<file path="config.mk">
export PLATFORM = sky130hd
export DESIGN_NAME = adc_conversion_sequencer
export DESIGN_NICKNAME = d
export VERILOG_FILES = /design/src/core/adc_seq_pkg.sv /design/src/core/adc_conversion_sequencer.sv /design/src/core/sar_step_engine.sv
export VERILOG_INCLUDE_DIRS = /design/src /design/src/core
export SDC_FILE = /design/constraint.sdc
export NUM_CORES = 1
export LEC_CHECK = 0
export ABC_AREA = 1
export BUFFER_PORTS_ARGS = -buffer_cell sky130_fd_sc_hd__buf_2
export CORE_MARGIN = 4
export CORE_UTILIZATION = 34
export CTS_CLUSTER_DIAMETER = 150
export DETAILED_ROUTE_END_ITERATION = 10
export HOLD_SLACK_MARGIN = 0.02
export MAX_ROUTING_LAYER = met4
export PLACE_DENSITY_LB_ADDON = 0.05
export SYNTH_ARGS = -nofsm -noshare
export SYNTH_HDL_FRONTEND = slang
export SYNTH_SLANG_ARGS = --single-unit
</file>
<file path="constraint.sdc">
create_clock -name ref_clk -period 2.15 [get_ports ref_clk]
set_clock_uncertainty 0.2 [all_clocks]
set_input_delay 0.3225 -clock ref_clk [delete_from_list [all_inputs] [get_ports ref_clk]]
set_output_delay 0.3225 -clock ref_clk [all_outputs]
set_load 0.1 [all_outputs]
</file>
<file path="src/core/adc_seq_consts.svh">
`ifndef ADC_SEQ_CONSTS_SVH
`define ADC_SEQ_CONSTS_SVH

// ----------------------------------------
// Register byte offsets
// ----------------------------------------
`define ADC_OFS_CTRL 8'h00
`define ADC_OFS_CHAN 8'h04
`define ADC_OFS_CMD 8'h08
`define ADC_OFS_STAT 8'h0c
`define ADC_OFS_RESULT 8'h10

// ----------------------------------------
// Field positions
// ----------------------------------------
`define ADC_CHAN_START_LSB 0
`define ADC_CHAN_END_LSB 4
`define ADC_CMD_START_BIT 0
`define ADC_CMD_ABORT_BIT 1
`define ADC_STAT_BUSY_BIT 0
`define ADC_STAT_DONE_BIT 1
`define ADC_STAT_CH_LSB 4
`define ADC_RESULT_CH_LSB 16

// ----------------------------------------
// Reset values
// ----------------------------------------
`define ADC_CTRL_RST 32'h0000_0000
`define ADC_CHAN_RST 8'h70

// ----------------------------------------
// Timing counts in machine cycles
// ----------------------------------------
`define ADC_SAMP_CYC_0 64
`define ADC_SAMP_CYC_1 128
`define ADC_SAMP_CYC_2 4096
`define ADC_CMP_CYC_0 44
`define ADC_CMP_CYC_1 99
`define ADC_CMP_CYC_2 176
`define ADC_STEP_CYC 4

`endif

</file>
<file path="src/core/adc_seq_pkg.sv">
package adc_seq_pkg;

   // ----------------------------------------
   // Modes, trigger sources, states
   // ----------------------------------------
   typedef enum logic [1:0] {
      MODE_SINGLE = 2'b00,
      MODE_CONT = 2'b01,
      MODE_INCR = 2'b10
   } mode_t;

   typedef enum logic [1:0] {
      TRIG_SW = 2'b00,
      TRIG_TIMER = 2'b01,
      TRIG_EXT = 2'b10,
      TRIG_OFF = 2'b11
   } trig_t;

   typedef enum logic [1:0] {
      ST_IDLE = 2'b00,
      ST_SAMPLE = 2'b01,
      ST_COMPARE = 2'b10
   } state_t;

   // ----------------------------------------
   // Control register layout
   // ----------------------------------------
   typedef struct packed {
      logic [20:0] rsvd;
      logic xfer_en;
      logic irq_en;
      logic [1:0] cmp_sel;
      logic [1:0] samp_sel;
      logic res10;
      logic [1:0] mode;
      logic [1:0] trig;
   } ctrl_t;

   // Drive toward the analog front end
   typedef struct packed {
      logic [7:0] ch_onehot;
      logic sample_hold;
      logic [9:0] trial;
   } ana_ctl_t;

   // Stored conversion result
   typedef struct packed {
      logic [2:0] ch;
      logic [9:0] data;
   } result_t;

endpackage

</file>
<file path="src/core/adc_conversion_sequencer.sv">
// How it works
// - Sample phase lasts 64, 128 or 4096 cycles
// - Compare phase lasts 44, 99 or 176 cycles
// - Conversion time is sample plus compare exactly
// - Sample-and-hold, then MSB-first successive approximation
// - Software picks 8-bit or 10-bit search
// - Exactly one of eight channels routed while busy, none while idle
// - Completion interrupt request, software enable
// - Start by software, timer, or external falling edge
// - Completion request can go to transfer service
// - Single-shot sweeps start to end, stops
// - Continuous sweep restarts at start channel
// - Incremental converts one channel per trigger
// - Incremental pointer wraps end back to start
//
// Design decisions made here: the APB interface to the registers and the register addresses.
`timescale 1ns/1ps
`include "adc_seq_consts.svh"

module adc_conversion_sequencer #(
   parameter int SAMP_CYC0 = `ADC_SAMP_CYC_0,
   parameter int SAMP_CYC1 = `ADC_SAMP_CYC_1,
   parameter int SAMP_CYC2 = `ADC_SAMP_CYC_2,
   parameter int CMP_CYC0 = `ADC_CMP_CYC_0,
   parameter int CMP_CYC1 = `ADC_CMP_CYC_1,
   parameter int CMP_CYC2 = `ADC_CMP_CYC_2,
   parameter int STEP_CYC = `ADC_STEP_CYC
)(
   input wire logic ref_clk,
   input wire logic rst_n,
   input wire logic psel,
   input wire logic penable,
   input wire logic pwrite,
   input wire logic [7:0] paddr,
   input wire logic [31:0] pwdata,
   output logic [31:0] prdata,
   output logic pready,
   output logic pslverr,
   input wire logic timer_trig,
   input wire logic ext_trig_pin,
   input wire logic comp_pin,
   input wire logic xfer_ack,
   output adc_seq_pkg::ana_ctl_t ana,
   output logic irq_req,
   output logic xfer_req,
   output logic busy
);

   localparam int CW = 13;

   // ----------------------------------------
   // Parameter checks
   // ----------------------------------------
   if (STEP_CYC < 3 || STEP_CYC > 15) begin : g_bad_step
      $error("STEP_CYC must lie in 3..15");
   end
   if (STEP_CYC * 10 >= CMP_CYC0 || STEP_CYC * 10 >= CMP_CYC1 || STEP_CYC * 10 >= CMP_CYC2)
   begin : g_bad_cmp
      $error("Compare phase too short for a 10-bit search");
   end
   if (SAMP_CYC0 < 1 || SAMP_CYC1 < 1 || SAMP_CYC2 < 1 || SAMP_CYC2 >= (1 << CW))
   begin : g_bad_samp
      $error("Sample counts must lie in 1..8191");
   end

   // ----------------------------------------
   // Functions
   // ----------------------------------------
   function automatic logic [CW-1:0] phase_len(input logic [1:0] sel, input int a,
                                               input int b, input int c);
      case (sel)
         2'h1: phase_len = CW'(b - 1);
         2'h2: phase_len = CW'(c - 1);
         default: phase_len = CW'(a - 1);
      endcase
   endfunction

   function automatic logic [2:0] next_ch(input logic [2:0] ch, input logic [2:0] last,
                                          input logic [2:0] first);
      next_ch = (ch == last) ? first : ch + 3'h1;
   endfunction

   function automatic logic hit(input logic [7:0] addr, input logic [7:0] ofs);
      hit = (addr == ofs);
   endfunction

   // ----------------------------------------
   // Registers
   // ----------------------------------------
   adc_seq_pkg::ctrl_t ctrl_ff;
   logic [7:0] chan_ff;
   adc_seq_pkg::result_t result_ff;
   adc_seq_pkg::state_t state_ff;
   adc_seq_pkg::state_t nxt_state;
   logic [CW-1:0] cnt_ff;
   logic [CW-1:0] nxt_cnt;
   logic [2:0] ch_ff;
   logic [2:0] nxt_ch;
   logic [2:0] ptr_ff;
   logic [2:0] nxt_ptr;
   logic commit;
   logic done_ff;
   logic [31:0] prdata_ff;
   logic pready_ff;
   logic pslverr_ff;
   logic irq_ff;
   logic xfer_ff;
   logic busy_ff;
   logic [7:0] onehot_ff;
   logic hold_ff;
   logic ext_s1_ff;
   logic ext_s2_ff;
   logic ext_s3_ff;
   logic comp_s1_ff;
   logic comp_s2_ff;
   logic [9:0] trial;
   logic [9:0] sar_result;

   // ----------------------------------------
   // Bus decode
   // ----------------------------------------
   wire setup = psel && !penable;
   wire wr = psel && penable && pready_ff && pwrite;
   wire mapped = hit(paddr, `ADC_OFS_CTRL) || hit(paddr, `ADC_OFS_CHAN) ||
                 hit(paddr, `ADC_OFS_CMD) || hit(paddr, `ADC_OFS_STAT) ||
                 hit(paddr, `ADC_OFS_RESULT);
   wire wr_ctrl = wr && hit(paddr, `ADC_OFS_CTRL);
   wire wr_chan = wr && hit(paddr, `ADC_OFS_CHAN);
   wire wr_cmd = wr && hit(paddr, `ADC_OFS_CMD);
   wire wr_stat = wr && hit(paddr, `ADC_OFS_STAT);

   wire sw_start = wr_cmd && pwdata[`ADC_CMD_START_BIT];
   wire abort = wr_cmd && pwdata[`ADC_CMD_ABORT_BIT];
   wire done_clr = (wr_stat && pwdata[`ADC_STAT_DONE_BIT]) || xfer_ack;

   wire [2:0] start_ch = chan_ff[`ADC_CHAN_START_LSB +: 3];
   wire [2:0] end_ch = chan_ff[`ADC_CHAN_END_LSB +: 3];
   wire [31:0] stat_word = {24'h0, 1'b0, ch_ff, 2'h0, done_ff, busy_ff};
   wire [31:0] result_word = {13'h0, result_ff.ch, 6'h0, result_ff.data};

   wire [31:0] rd_mux = hit(paddr, `ADC_OFS_CTRL) ? ctrl_ff :
                        hit(paddr, `ADC_OFS_CHAN) ? {24'h0, chan_ff} :
                        hit(paddr, `ADC_OFS_STAT) ? stat_word :
                        hit(paddr, `ADC_OFS_RESULT) ? result_word : 32'h0;

   // ----------------------------------------
   // Trigger selection
   // ----------------------------------------
   // Only the third stage and the second meet the edge detector
   wire ext_fall = ext_s3_ff && !ext_s2_ff;
   wire trig_hit = (ctrl_ff.trig == adc_seq_pkg::TRIG_SW) ? sw_start :
                   (ctrl_ff.trig == adc_seq_pkg::TRIG_TIMER) ? timer_trig :
                   (ctrl_ff.trig == adc_seq_pkg::TRIG_EXT) ? ext_fall : 1'b0;
   // Triggers arriving while busy are dropped, not queued
   wire go = (state_ff == adc_seq_pkg::ST_IDLE) && trig_hit;
   wire is_incr = (ctrl_ff.mode == adc_seq_pkg::MODE_INCR);
   wire is_cont = (ctrl_ff.mode == adc_seq_pkg::MODE_CONT);

   wire [CW-1:0] samp_last = phase_len(ctrl_ff.samp_sel, SAMP_CYC0, SAMP_CYC1,
                                       SAMP_CYC2);
   wire [CW-1:0] cmp_last = phase_len(ctrl_ff.cmp_sel, CMP_CYC0, CMP_CYC1,
                                      CMP_CYC2);
   wire samp_end = (state_ff == adc_seq_pkg::ST_SAMPLE) && (cnt_ff == samp_last);
   wire cmp_end = (state_ff == adc_seq_pkg::ST_COMPARE) && (cnt_ff == cmp_last);

   // ----------------------------------------
   // Sequencer
   // ----------------------------------------
   always_comb begin
      nxt_state = state_ff;
      nxt_cnt = cnt_ff + CW'(1);
      nxt_ch = ch_ff;
      nxt_ptr = ptr_ff;
      commit = 1'b0;
      case (state_ff)
         adc_seq_pkg::ST_IDLE: begin
            nxt_cnt = '0;
            if (go) begin
               nxt_state = adc_seq_pkg::ST_SAMPLE;
               nxt_ch = is_incr ? ptr_ff : start_ch;
            end
         end
         adc_seq_pkg::ST_SAMPLE: begin
            if (samp_end) begin
               nxt_state = adc_seq_pkg::ST_COMPARE;
               nxt_cnt = '0;
            end
         end
         adc_seq_pkg::ST_COMPARE: begin
            if (cmp_end) begin
               commit = 1'b1;
               nxt_cnt = '0;
               if (is_incr) begin
                  nxt_state = adc_seq_pkg::ST_IDLE;
                  nxt_ptr = next_ch(ch_ff, end_ch, start_ch);
               end else if (ch_ff == end_ch) begin
                  nxt_state = is_cont ? adc_seq_pkg::ST_SAMPLE :
                              adc_seq_pkg::ST_IDLE;
                  nxt_ch = start_ch;
               end else begin
                  nxt_state = adc_seq_pkg::ST_SAMPLE;
                  nxt_ch = next_ch(ch_ff, end_ch, start_ch);
               end
            end
         end
         default: begin
            nxt_state = adc_seq_pkg::ST_IDLE;
            nxt_cnt = '0;
         end
      endcase
      if (abort) begin
         nxt_state = adc_seq_pkg::ST_IDLE;
         nxt_cnt = '0;
      end
      // Rewriting the channel range restarts the incremental pointer
      if (wr_chan) begin
         nxt_ptr = pwdata[`ADC_CHAN_START_LSB +: 3];
      end
   end

   wire cmp_start = samp_end && !abort;
   wire running = (nxt_state != adc_seq_pkg::ST_IDLE);
   wire nxt_done = commit || (done_ff && !done_clr);
   wire req_on = nxt_done && ctrl_ff.irq_en;

   sar_step_engine #(
      .STEP_CYC(STEP_CYC)
   ) u_sar (
      .ref_clk(ref_clk),
      .rst_n(rst_n),
      .start(cmp_start),
      .res10(ctrl_ff.res10),
      .comp_hi(comp_s2_ff),
      .trial(trial),
      .result(sar_result)
   );

   // ----------------------------------------
   // Pin synchronisers
   // ----------------------------------------
   always_ff @(posedge ref_clk) begin
      if (!rst_n) begin
         ext_s1_ff <= 1'b1;
         ext_s2_ff <= 1'b1;
         ext_s3_ff <= 1'b1;
         comp_s1_ff <= 1'b0;
         comp_s2_ff <= 1'b0;
      end else begin
         ext_s1_ff <= ext_trig_pin;
         ext_s2_ff <= ext_s1_ff;
         ext_s3_ff <= ext_s2_ff;
         comp_s1_ff <= comp_pin;
         comp_s2_ff <= comp_s1_ff;
      end
   end

   // ----------------------------------------
   // State and status
   // ----------------------------------------
   always_ff @(posedge ref_clk) begin
      if (!rst_n) begin
         state_ff <= adc_seq_pkg::ST_IDLE;
         cnt_ff <= '0;
         ch_ff <= 3'h0;
         ptr_ff <= 3'h0;
         done_ff <= 1'b0;
         busy_ff <= 1'b0;
         onehot_ff <= 8'h00;
         hold_ff <= 1'b0;
         irq_ff <= 1'b0;
         xfer_ff <= 1'b0;
      end else begin
         state_ff <= nxt_state;
         cnt_ff <= nxt_cnt;
         ch_ff <= nxt_ch;
         ptr_ff <= nxt_ptr;
         done_ff <= nxt_done;
         busy_ff <= running;
         onehot_ff <= running ? (8'h01 << nxt_ch) : 8'h00;
         hold_ff <= (nxt_state == adc_seq_pkg::ST_SAMPLE);
         irq_ff <= req_on && !ctrl_ff.xfer_en;
         xfer_ff <= req_on && ctrl_ff.xfer_en;
      end
   end

   always_ff @(posedge ref_clk) begin
      if (!rst_n) begin
         result_ff <= '0;
      end else if (commit) begin
         result_ff <= '{ch: ch_ff, data: sar_result};
      end
   end

   // ----------------------------------------
   // Register file and bus answer
   // ----------------------------------------
   always_ff @(posedge ref_clk) begin
      if (!rst_n) begin
         ctrl_ff <= `ADC_CTRL_RST;
         chan_ff <= `ADC_CHAN_RST;
      end else begin
         if (wr_ctrl) begin
            ctrl_ff <= {21'h0, pwdata[10:0]};
         end
         if (wr_chan) begin
            chan_ff <= pwdata[7:0] & 8'h77;
         end
      end
   end

   // Zero wait states: answer lands in the first access cycle
   always_ff @(posedge ref_clk) begin
      if (!rst_n) begin
         prdata_ff <= 32'h0;
         pready_ff <= 1'b0;
         pslverr_ff <= 1'b0;
      end else begin
         prdata_ff <= setup ? rd_mux : 32'h0;
         pready_ff <= setup;
         pslverr_ff <= setup && !mapped;
      end
   end

   assign prdata = prdata_ff;
   assign pready = pready_ff;
   assign pslverr = pslverr_ff;
   assign irq_req = irq_ff;
   assign xfer_req = xfer_ff;
   assign busy = busy_ff;
   assign ana = '{ch_onehot: onehot_ff, sample_hold: hold_ff, trial: trial};

endmodule // adc_conversion_sequencer

</file>
<file path="src/core/sar_step_engine.sv">
`timescale 1ns/1ps
`include "adc_seq_consts.svh"

module sar_step_engine #(
   parameter int STEP_CYC = `ADC_STEP_CYC
)(
   input wire logic ref_clk,
   input wire logic rst_n,
   input wire logic start,
   input wire logic res10,
   input wire logic comp_hi,
   output logic [9:0] trial,
   output logic [9:0] result
);

   localparam logic [3:0] STEP_LAST = 4'(STEP_CYC - 1);

   if (STEP_CYC < 1 || STEP_CYC > 16) begin : g_bad_step
      $error("STEP_CYC must lie in 1..16");
   end

   logic [9:0] code_ff;
   logic [3:0] idx_ff;
   logic [3:0] step_ff;
   logic active_ff;
   logic [9:0] nxt_code;
   logic [3:0] nxt_idx;
   logic [3:0] nxt_step;
   logic nxt_active;

   wire [3:0] lsb_idx = res10 ? 4'h0 : 4'h2;
   wire decide = active_ff && (step_ff == STEP_LAST);
   wire [9:0] cur_bit = 10'h001 << idx_ff;
   wire [9:0] kept = comp_hi ? code_ff : (code_ff & ~cur_bit);
   wire last_bit = (idx_ff == lsb_idx);

   // ----------------------------------------
   // One bit per step, MSB first
   // ----------------------------------------
   always_comb begin
      nxt_code = code_ff;
      nxt_idx = idx_ff;
      nxt_step = step_ff;
      nxt_active = active_ff;
      if (start) begin
         nxt_code = 10'h200;
         nxt_idx = 4'h9;
         nxt_step = 4'h0;
         nxt_active = 1'b1;
      end else if (decide) begin
         nxt_step = 4'h0;
         nxt_code = kept;
         if (last_bit) begin
            nxt_active = 1'b0;
         end else begin
            nxt_idx = idx_ff - 4'h1;
            nxt_code = kept | (cur_bit >> 1);
         end
      end else if (active_ff) begin
         nxt_step = step_ff + 4'h1;
      end
   end

   always_ff @(posedge ref_clk) begin
      if (!rst_n) begin
         code_ff <= 10'h000;
         idx_ff <= 4'h0;
         step_ff <= 4'h0;
         active_ff <= 1'b0;
      end else begin
         code_ff <= nxt_code;
         idx_ff <= nxt_idx;
         step_ff <= nxt_step;
         active_ff <= nxt_active;
      end
   end

   assign trial = code_ff;
   // 8-bit results sit in the low bits
   assign result = res10 ? code_ff : {2'h0, code_ff[9:2]};

endmodule // sar_step_engine

</file>
==> out/metrics.csv, run 1 <==
metric;value;unit
synthesized area per cell;7.44;sq um
die area;0.0165;sq mm
R2R cell count;15;
pre-CTS WS;-0.00317;ns
share of cells above drive strength 1;22.9;%
reg-to-reg endpoint;onehot_ff[1];
# Max-Cap Violations;0;
CTS tree;yes;
row cnt;43;
min-delay src;pwdata[4];
DIE WIDTH;128;um
drt first-iter violations;296;
clk root buf;clkbuf_16;
Ys Warns;0;
Cell Area, Synth;0.00493;sq mm
endpoints failing setup;0;
initial antenna violation count;2;
PortBufs;65;
Hold WC Path Type;in2reg;
Via density;4.69;
min cycle time layout;1.99;ns
CP required;2.20;ns
Routability Congestion;0.889;
first-pass GRT wire length;22200;um
Final WS setup;0.160;ns
CTS sink count;104;
Pwr Density;635;mW/mm^2
reg2reg start;state_ff[0];
fin. max-slew vios;0;
FF-to-FF setup slack;0.16;ns
Worst-Skew Late Latency;0.35;ns
final hold violation count;0;
core area;0.0140;sq mm
Reg clk slew, reported paths;0.07;ns
vias in the first global route;4434;
Fmax;502;MHz
io pins;105;
total iterations of the first detailed-routing run;4;
CP arrival;2.04;ns
Layout Nets;827;
VDD IR max;0.329;mV
Post-Route WL;13600;um
Synth-to-Final Area Change;21.8;%
drc violations;0;
Seq/Total Area, Yosys;42.2;%
Final Instance Area;0.00601;sq mm
Worst Setup Start Kind;flop;
GRT Total Usage;17.7;%
total power;0.00381;W
Die Height;128;um
Cells after DPL;930;
H-tree Lvls;3;
status;finished, final reports clean;
Tcrit/Tclk final;92.6;%
Post-Synthesis Cells;663;
non-filler instance count after layout;951;
Yosys reg bits;104;
routed vias;4459;
LEAKAGE;2.59;nW
CP Launch Point;state_ff[0];
Num CTS Buffers;9;
WL/cell;14.3;um
Initial Util;35.1;%
Crit Path Class;reg2reg;
synth unique cells;42;
Detailed Place HPWL;10700;um
CP Capture Point;onehot_ff[1];
GRT overflow;0;
largest net degree at the start of global routing;37;
post-route ant nets;0;
CP Capture Type;flop;
DP Area;0.00565;sq mm
crit-path max FO;6;
Clock Path Buffers;2;
## where the power goes
| part | leakage (nW) | internal (W) | switching, W |
|---|---|---|---|
| clock network | 0.139 | 0.000928 | 0.000708 |
| registers | 0.840 | 0.00193 | 0.00000199 |
| logic | 1.62 | 0.0000385 | 0.000205 |
| total | 2.59 | 0.00290 | 0.000914 |
## sequential cells by signal, indices dropped and copies added, names as in the netlist, 2 cells and up
name / count
chan_ff: 6
state_ff: 2
u_sar.trial: 10
u_sar.step_ff: 4
cnt_ff: 13
onehot_ff: 8
u_sar.idx_ff: 4
ptr_ff: 3
result_ff: 13
ch_ff: 3
ctrl_ff: 11
prdata: 14
## kinds of logic (layout without fill, tap and decap cells)
| group | after synthesis | count (layout) | share of synthesized area, % |
|---|---|---|---|
| XOR/XNOR | 16 | 16 | 2.84 |
| multiplexers | 1 | 1 | 0.228 |
| AO/OA/AOI/OAI | 116 | 116 | 12.8 |
| flip-flops | 104 | 104 | 42.2 |
| buffers and inverters | 116 | 205 | 10.6 |
| AND/OR/NAND/NOR | 296 | 296 | 27.9 |
| adder cells (fa/ha/maj) | 13 | 13 | 3.30 |
| other | 1 | 20 | 0.0761 |
## layout by cell type, fill, tap and decap left out, types with 2 or more instances in the layout
| cell type | count |
|---|---|
| clkbuf_16 | 9 |
| nand3_1 | 39 |
| o21ai_0 | 37 |
| diode_2 | 2 |
| or2_1 | 2 |
| nor2_1 | 54 |
| buf_4 | 37 |
| o211ai_1 | 2 |
| nor3_1 | 10 |
| xnor2_1 | 5 |
| conb_1 | 18 |
| xor2_1 | 11 |
| or2_2 | 3 |
| ha_1 | 11 |
| nand3_2 | 3 |
| nor2_2 | 10 |
| nor3_2 | 2 |
| o221ai_1 | 2 |
| a211oi_1 | 4 |
| clkbuf_1 | 2 |
| o21ai_1 | 10 |
| a31oi_1 | 11 |
| buf_2 | 65 |
| dfxtp_1 | 101 |
| nand3b_1 | 2 |
| nand2_4 | 3 |
| nand4_1 | 10 |
| buf_12 | 2 |
| a21oi_1 | 45 |
| inv_1 | 66 |
| nand2_2 | 6 |
| dfxtp_2 | 3 |
| inv_2 | 16 |
| dlygate4sd3_1 | 3 |
| nand2_1 | 144 |
| nor2_4 | 4 |
## cell usage after synthesis (all sizes together)
cell      n  area, sq um
o211ai    2         15.0
nor3b     1         7.51
o221ai    2         17.5
a31oi    11         68.8
mux2      1         11.3
clkinv    1         3.75
or2       5         31.3
a211oi    4         30.0
a21boi    1         7.51
a21oi    46          234
nor2     68          310
xnor2     5         43.8
nand3b    2         15.0
buf      27          188
ha       13          163
dfxtp   104         2080
o22ai     1         6.26
inv      82          308
conb      1         3.75
o21bai    1         7.51
clkbuf    6         22.5
nand4    11         83.8
nand3    43          243
nand2   153          604
o21ai    48          244
nor3     12         70.1
nor4      1         12.5
xor2     11         96.3
## per-stage QoR
step                      util (%)  hold WS [ns]   TNS, ns
after floorplan                  -         0.190         0
after global placement        40.2         0.195         0
after detailed placement      40.2         0.203  -0.00317
after CTS                     42.5        0.0386         0
after global routing          42.8        0.0653  -0.00263
final                         42.8        0.0463         0
## worst max-delay path, stage by stage, from the launching register on
cell,delay [ns]
dfxtp_2,0.33
inv_2,0.07
ha_4,0.14
nand2_2,0.05
nor2_1,0.10
nand2_1,0.10
nor2_4,0.17
nand3_4,0.15
nand2_2,0.11
nand2_2,0.05
nand2_1,0.05
nand2_1,0.06
nand2_2,0.10
nand2_4,0.08
nand2_4,0.08
nor2_1,0.04
## final cells by class
type,count,area [sq um]
Timing Repair Buffer,107,673
Sequential cell,104,2090
Fill cell,1483,8040
Tap cell,180,225
Multi-Input combinational cell,460,2420
Clock inverter,3,42.5
Antenna cell,2,5.00
Clock buffer,12,246
Inverter,83,312
## routing by layer
metal  track usage (%)  wire length (um)  vias up
li1                  -                 -     2318
met1              22.0              6180     2035
met2              28.9              6560       90
met3              2.91               594       16
met4              6.80               248        0
met5                 -                 0        -
## worst min-delay path by stage
stage | slack [ns] | endpoint | cells past startpoint
2_1_floorplan | 0.19 | comp_s2_ff | 2
3_3_place_gp | 0.20 | ext_s2_ff | 1
3_5_place_dp | 0.20 | comp_s2_ff | 2
4_1_cts | 0.04 | ctrl_ff[4] | 3
5_1_grt | 0.07 | ctrl_ff[4] | 3
6_report | 0.05 | ctrl_ff[4] | 3
## what timing repair did
action                                  4_1_cts  5_1_grt
hold endpoints to repair                      3        0
gates resized for setup                       0       10
endpoints found under the setup margin        0        8
setup buffers                                 0        1
hold buffers                                  3        0
(Power assumes the default switching activity.)
==> run 2: changes to the inputs <==
--- a/config.mk
+++ b/config.mk
@@ -12,6 +12,7 @@
 export CORE_UTILIZATION = 34
 export CTS_CLUSTER_DIAMETER = 150
 export DETAILED_ROUTE_END_ITERATION = 10
+export GPL_TIMING_DRIVEN = 0
 export HOLD_SLACK_MARGIN = 0.02
 export MAX_ROUTING_LAYER = met4
 export PLACE_DENSITY_LB_ADDON = 0.05
==> run 2 against run 1 <==
Against the previous run: via count up 0.61%; cell count rose by 0.11%; register-to-register slack got worse by 0.03 ns; highest routed layer unchanged; critical endpoint is now prdata[5].
==> out/metrics.csv, run 2 (same netlist as run 1, synthesis figures left out) <==
metric;value;unit;change
WL/cell;14.3;um;about the same
GRT Total Usage;17.7;%;+0.023 points
io pins;105;;unchanged
DP Area;0.00554;sq mm;-1.9%
area occupied by multi-input gates;0.00251;sq mm;+4.0%
number of fillers in the final layout;1460;;-1.6%
min-delay src;pwdata[10];;
Fmax;485;MHz;-3.4%
Cells after DPL;924;;-0.65%
H-tree Lvls;3;;unchanged
# Max-Cap Violations;0;;unchanged
crit-path max FO;10;;+4
CP Launch Point;paddr[1];;
Via density;4.71;;+0.50%
CP required;2.20;ns;about the same
post-route ant nets;0;;unchanged
Final Instance Area;0.00610;sq mm;+1.6%
Hold WC Path Type;in2reg;;
Synth-to-Final Area Change;23.8;%;
non-filler instance count after layout;952;;+0.11%
Pwr Density;652;mW/mm^2;+2.8%
initial antenna violation count;2;;unchanged
CTS sink count;104;;unchanged
vias in the first global route;4449;;+0.34%
Clock Path Buffers;2;;unchanged
LEAKAGE;2.60;nW;+0.24%
Post-Route WL;13600;um;+0.14%
pre-CTS WS;-0.267;ns;-0.264 ns
final core utilization;43.5;%;+0.70 points
total iterations of the first detailed-routing run;5;;+1
worst-margin pin slew;0.570;ns;
routed vias;4486;;+0.61%
CP Capture Type;flop;;
VDD IR max;0.335;mV;+2.1%
core area;0.0140;sq mm;unchanged
RSZ-0062 raised after global routing;yes;;
NetSw;0.000917;W;+0.30%
Fin Hold WS;0.0533;ns;+0.00698 ns
Sequential Power Share;48.5;%;-2.2 points
share of cells above drive strength 1;25.7;%;+2.8 points
final hold violation count;0;;unchanged
Tcrit/Tclk final;95.8;%;+3.2 points
Initial Util;35.1;%;unchanged
WHS Path Cells;3;;unchanged
die area;0.0165;sq mm;unchanged
Final WS setup;0.0902;ns;-0.0693 ns
CP arrival;2.11;ns;+0.07 ns
largest net degree at the start of global routing;16;;-57%
Die Height;128;um;unchanged
CTS tree;yes;;
fin. max-slew vios;0;;unchanged
Max-Slew Margin vs Limit;61.9;%;
most frequent cells in the layout;nand2_1 (134), dfxtp_1 (97), buf_2 (68), inv_1 (66), a21oi_1 (45);;
drt first-iter violations;269;;-9.1%
PortBufs;64;;-1.5%
first-pass GRT wire length;22200;um;about the same
Sw Ratio;23.0;%;-0.95 points
combinational power share;6.8;%;+0.4 points
Routability Congestion;0.889;;unchanged
P_int;0.00306;W;+5.8%
endpoints failing setup;0;;unchanged
R2R cell count;15;;unchanged
status;finished, final reports clean;;
clock share of power;44.7;%;+1.8 points
drc violations;0;;unchanged
Worst Setup Start Kind;input pin;;
Crit Path Class;in2reg;;
DIE WIDTH;128;um;unchanged
register area;0.00210;sq mm;+0.48%
GRT overflow;0;;unchanged
row cnt;43;;unchanged
Worst-Skew Late Latency;0.35;ns;about the same
Detailed Place HPWL;10700;um;-0.19%
Num CTS Buffers;9;;unchanged
reg2reg start;state_ff[0];;
most common cell after layout, fill and taps aside;nand2_1;;
clk root buf;clkbuf_16;;
Reg clk slew, reported paths;0.06;ns;about the same
number of flip-flops in the largest register;14;;unchanged
Layout Nets;828;;+0.12%
min cycle time layout;2.06;ns;+0.0693 ns
run 2: stage by stage:
step                setup TNS, ns  power (W)
global placement            -6.16    0.00224
floorplan                       0    0.00219
detailed placement          -7.08    0.00224
finish                          0    0.00398
global route              -0.0167    0.00413
CTS                             0    0.00405
run 2: final cells by class:
class | instances | share of cell area, %
Antenna cell | 2 | 0.0820
Clock inverter | 3 | 1.07
Inverter | 83 | 5.15
Timing Repair Buffer | 76 | 6.89
Buffer | 32 | 3.40
Tap cell | 180 | 3.69
Sequential cell | 104 | 34.3
Multi-Input combinational cell | 460 | 41.2
Clock buffer | 12 | 4.20
run 2: path summary, 6_finish.rpt:
kind,end,slack [ns]
worst max-delay path,prdata[5],0.09
worst min-delay path,ctrl_ff[10],0.05
worst max register to register,onehot_ff[4],0.13
worst min register to register,ext_s2_ff,0.22
run 2: critical path, cell delays in order:
cell      delay [ns]
buf_2           0.10
nor2_1          0.21
nand3_1         0.20
nand3b_1        0.21
inv_1           0.10
clkbuf_1        0.37
nand2_1         0.13
a21oi_1         0.19
o221ai_1        0.14
o21ai_0         0.13
run 2: metal layers:
| metal | global-route usage [%] | vias to the layer above | part of all wire, % |
|---|---|---|---|
| met5 | - | - | 0 |
| met4 | 4.74 | 0 | 1.8 |
| met3 | 4.61 | 13 | 5.5 |
| met2 | 29.8 | 84 | 50 |
| met1 | 21.0 | 2075 | 43 |
| li1 | - | 2314 | - |
run 2: power by group through the flow:
stage / logic (W) / clock network [W] / registers, W
after floorplan: 0.000199 / 0 / 0.00199
after global placement: 0.000260 / 0 / 0.00198
after detailed placement: 0.000261 / 0 / 0.00198
after CTS: 0.000267 / 0.00185 / 0.00193
after global routing: 0.000284 / 0.00192 / 0.00193
final: 0.000270 / 0.00178 / 0.00193
run 2: repair_timing:
item | 4_1_cts | 5_1_grt
buffers inserted | 5 | 3
gates resized for setup | 4 | 46
setup endpoints to repair | 48 | 66
pin swaps | 2 | 23
gates cloned | 0 | 0
hold endpoints to repair | 4 | 0
hold buffers | 4 | 0
==> run 3: changes to the inputs <==
--- a/config.mk
+++ b/config.mk
@@ -10,11 +10,10 @@
 export BUFFER_PORTS_ARGS = -buffer_cell sky130_fd_sc_hd__buf_2
 export CORE_MARGIN = 4
 export CORE_UTILIZATION = 34
-export CTS_CLUSTER_DIAMETER = 150
+export CTS_CLUSTER_DIAMETER = 50
 export DETAILED_ROUTE_END_ITERATION = 10
 export GPL_TIMING_DRIVEN = 0
 export HOLD_SLACK_MARGIN = 0.02
-export MAX_ROUTING_LAYER = met4
 export PLACE_DENSITY_LB_ADDON = 0.05
 export SYNTH_ARGS = -nofsm -noshare
 export SYNTH_HDL_FRONTEND = slang
==> run 3 against run 2 <==
Against the previous run: first-iteration DRC count fell by 6.7%; worst setup slack lost 0.0013 ns; utilization up 0.089 points; critical path type unchanged; largest cell class unchanged; highest routed layer unchanged.
==> out/metrics.csv, run 3 (same netlist as run 1, synthesis figures left out) <==
metric;value;unit;change
core area;0.0140;sq mm;unchanged
most frequent cells in the layout;nand2_1 (134), dfxtp_1 (97), buf_2 (68), inv_1 (66);;
area occupied by multi-input gates;0.00252;sq mm;+0.20%
PortBufs;64;;unchanged
row cnt;43;;unchanged
clk root buf;clkbuf_16;;
Clock Path Buffers;2;;unchanged
routed vias;4464;;-0.49%
vias in the first global route;4451;;+0.045%
Sequential Power Share;48.3;%;-0.2 points
Reg clk slew, reported paths;0.07;ns;about the same
Buf+Inv Stages, Crit Path;3;;unchanged
Crit Path Class;in2reg;;
critical path depth in cells;10;;unchanged
final core utilization;43.6;%;+0.089 points
die area;0.0165;sq mm;unchanged
most common cell after layout, fill and taps aside;nand2_1;;
total iterations of the first detailed-routing run;4;;-1
initial antenna violation count;2;;unchanged
P_int;0.00306;W;about the same
Layout Nets;829;;+0.12%
number of flip-flops in the largest register;14;;unchanged
Routability Congestion;0.875;;-1.6%
Max-Slew Margin vs Limit;60.4;%;-1.5 points
status;finished, final reports clean;;
CP Capture Point;prdata[5];;
crit-path max FO;10;;unchanged
Worst-Skew Late Latency;0.36;ns;about the same
min cycle time layout;2.06;ns;+0.00125 ns
NetSw;0.000931;W;+1.5%
GRT Total Usage;17.2;%;-0.52 points
Tcrit/Tclk final;95.9;%;about the same
Via density;4.68;;-0.59%
first-pass GRT wire length;22200;um;about the same
CP required;2.20;ns;about the same
combinational power share;6.8;%;about the same
CTS tree;yes;;
largest net degree at the start of global routing;16;;unchanged
Post-Route WL;13600;um;+0.21%
total power;0.00399;W;+0.34%
CP Launch Point;paddr[1];;
drt first-iter violations;251;;-6.7%
CTS sink count;104;;unchanged
H-tree Lvls;3;;unchanged
FF-to-FF setup slack;0.15;ns;+0.02 ns
fin. max-slew vios;0;;unchanged
R2R cell count;13;;-2
reg-to-reg endpoint;onehot_ff[4];;
io pins;105;;unchanged
Detailed Place HPWL;10700;um;unchanged
# Max-Cap Violations;0;;unchanged
endpoints failing setup;0;;unchanged
LEAKAGE;2.61;nW;+0.20%
Sw Ratio;23.3;%;+0.26 points
GRT overflow;0;;unchanged
slowest CP cell;clkbuf_1;;
setup TNS;0;ns;unchanged
RSZ-0062 raised after global routing;no;;
Hold WC Path Type;in2reg;;
CP peak stage delay;0.37;ns;about the same
non-filler instance count after layout;953;;+0.11%
Fmax;485;MHz;about the same
post-route ant nets;0;;unchanged
worst-margin pin slew;0.594;ns;+0.0244 ns
WL/cell;14.3;um;+0.10%
final hold violation count;0;;unchanged
Worst Setup Start Kind;input pin;;
CP top delay family;simple AND/OR/NAND/NOR gates;;
clock share of power;44.9;%;+0.2 points
share of cells above drive strength 1;25.8;%;+0.096 points
Cells after DPL;924;;unchanged
DIE WIDTH;128;um;unchanged
Num CTS Buffers;9;;unchanged
Die Height;128;um;unchanged
register area;0.00210;sq mm;unchanged
Pwr Density;653;mW/mm^2;+0.13%
Initial Util;35.1;%;unchanged
VDD IR max;0.371;mV;+11%
Synth-to-Final Area Change;24.1;%;
drc violations;0;;unchanged
cell breakdown of the critical path;buf_2 > nor2_1 > nand3_1 > nand3b_1 > inv_1 > clkbuf_1 > nand2_1 > a21oi_1 > o221ai_1 > o21ai_0;;
reg2reg start;state_ff[1];;
number of fillers in the final layout;1458;;-0.14%
CP Capture Type;flop;;
CP arrival;2.11;ns;about the same
[run 3: changes by cell type in the layout (fill, tap and decap cells not counted), sizes merged]
cell	before	now
buf	97	98
[run 3: tightest hold or removal path, cell delays in order]
cell     delay [ns]
buf_2          0.09
inv_1          0.05
a21oi_1        0.11
[run 3: through the flow]
| step | cell area [sq um] | worst slack [ns] | hold slack [ns] |
|---|---|---|---|
| after floorplan | 4990 | 0.0752 | 0.190 |
| after global placement | 5540 | -0.253 | 0.197 |
| after detailed placement | 5540 | -0.267 | 0.205 |
| after CTS | 5950 | 0.00227 | 0.0274 |
| after global routing | 6110 | 0.000851 | 0.0673 |
| final | 6120 | 0.0890 | 0.0479 |
[run 3: what timing repair did]
action	4_1_cts	5_1_grt
cloned	0	0
resized for setup	4	46
endpoints found under the hold margin	4	0
setup endpoints to repair	48	66
setup buffers	5	4
pin swaps	2	23
hold buffers	4	0
[run 3: worst min-delay path by stage]
stage / slack, ns / cells after the start / endpoint / startpoint
2_1_floorplan: 0.19 / 2 / comp_s2_ff / comp_s1_ff
3_5_place_dp: 0.20 / 1 / ext_s2_ff / ext_s1_ff
5_1_grt: 0.07 / 3 / ctrl_ff[4] / pwdata[4]
3_3_place_gp: 0.20 / 1 / ext_s2_ff / ext_s1_ff
4_1_cts: 0.03 / 3 / ctrl_ff[4] / pwdata[4]
6_report: 0.05 / 3 / ctrl_ff[4] / pwdata[4]
[run 3: layer usage]
metal  global-route usage [%]  routed length [um]  vias up
met4                     4.74                 280        0
met1                     20.9                5840     2047
met5                        0                   0        -
met3                     4.86                 772       14
li1                         -                   -     2318
met2                     29.8                6730       85
[run 3: area by class of cell]
class | instances | area share, %
Antenna cell | 2 | 0.0818
Tap cell | 180 | 3.68
Clock buffer | 12 | 4.19
Clock inverter | 3 | 1.06
Inverter | 83 | 5.14
Buffer | 32 | 3.40
Timing Repair Buffer | 77 | 7.00
Sequential cell | 104 | 34.3
Multi-Input combinational cell | 460 | 41.2
[run 3: power by group through the flow]
stage	Sequential (W)	Clock (W)	Combinational, W
after floorplan	0.00199	0	0.000199
after global placement	0.00198	0	0.000260
after detailed placement	0.00198	0	0.000261
after CTS	0.00193	0.00185	0.000267
after global routing	0.00193	0.00192	0.000284
final	0.00193	0.00179	0.000270
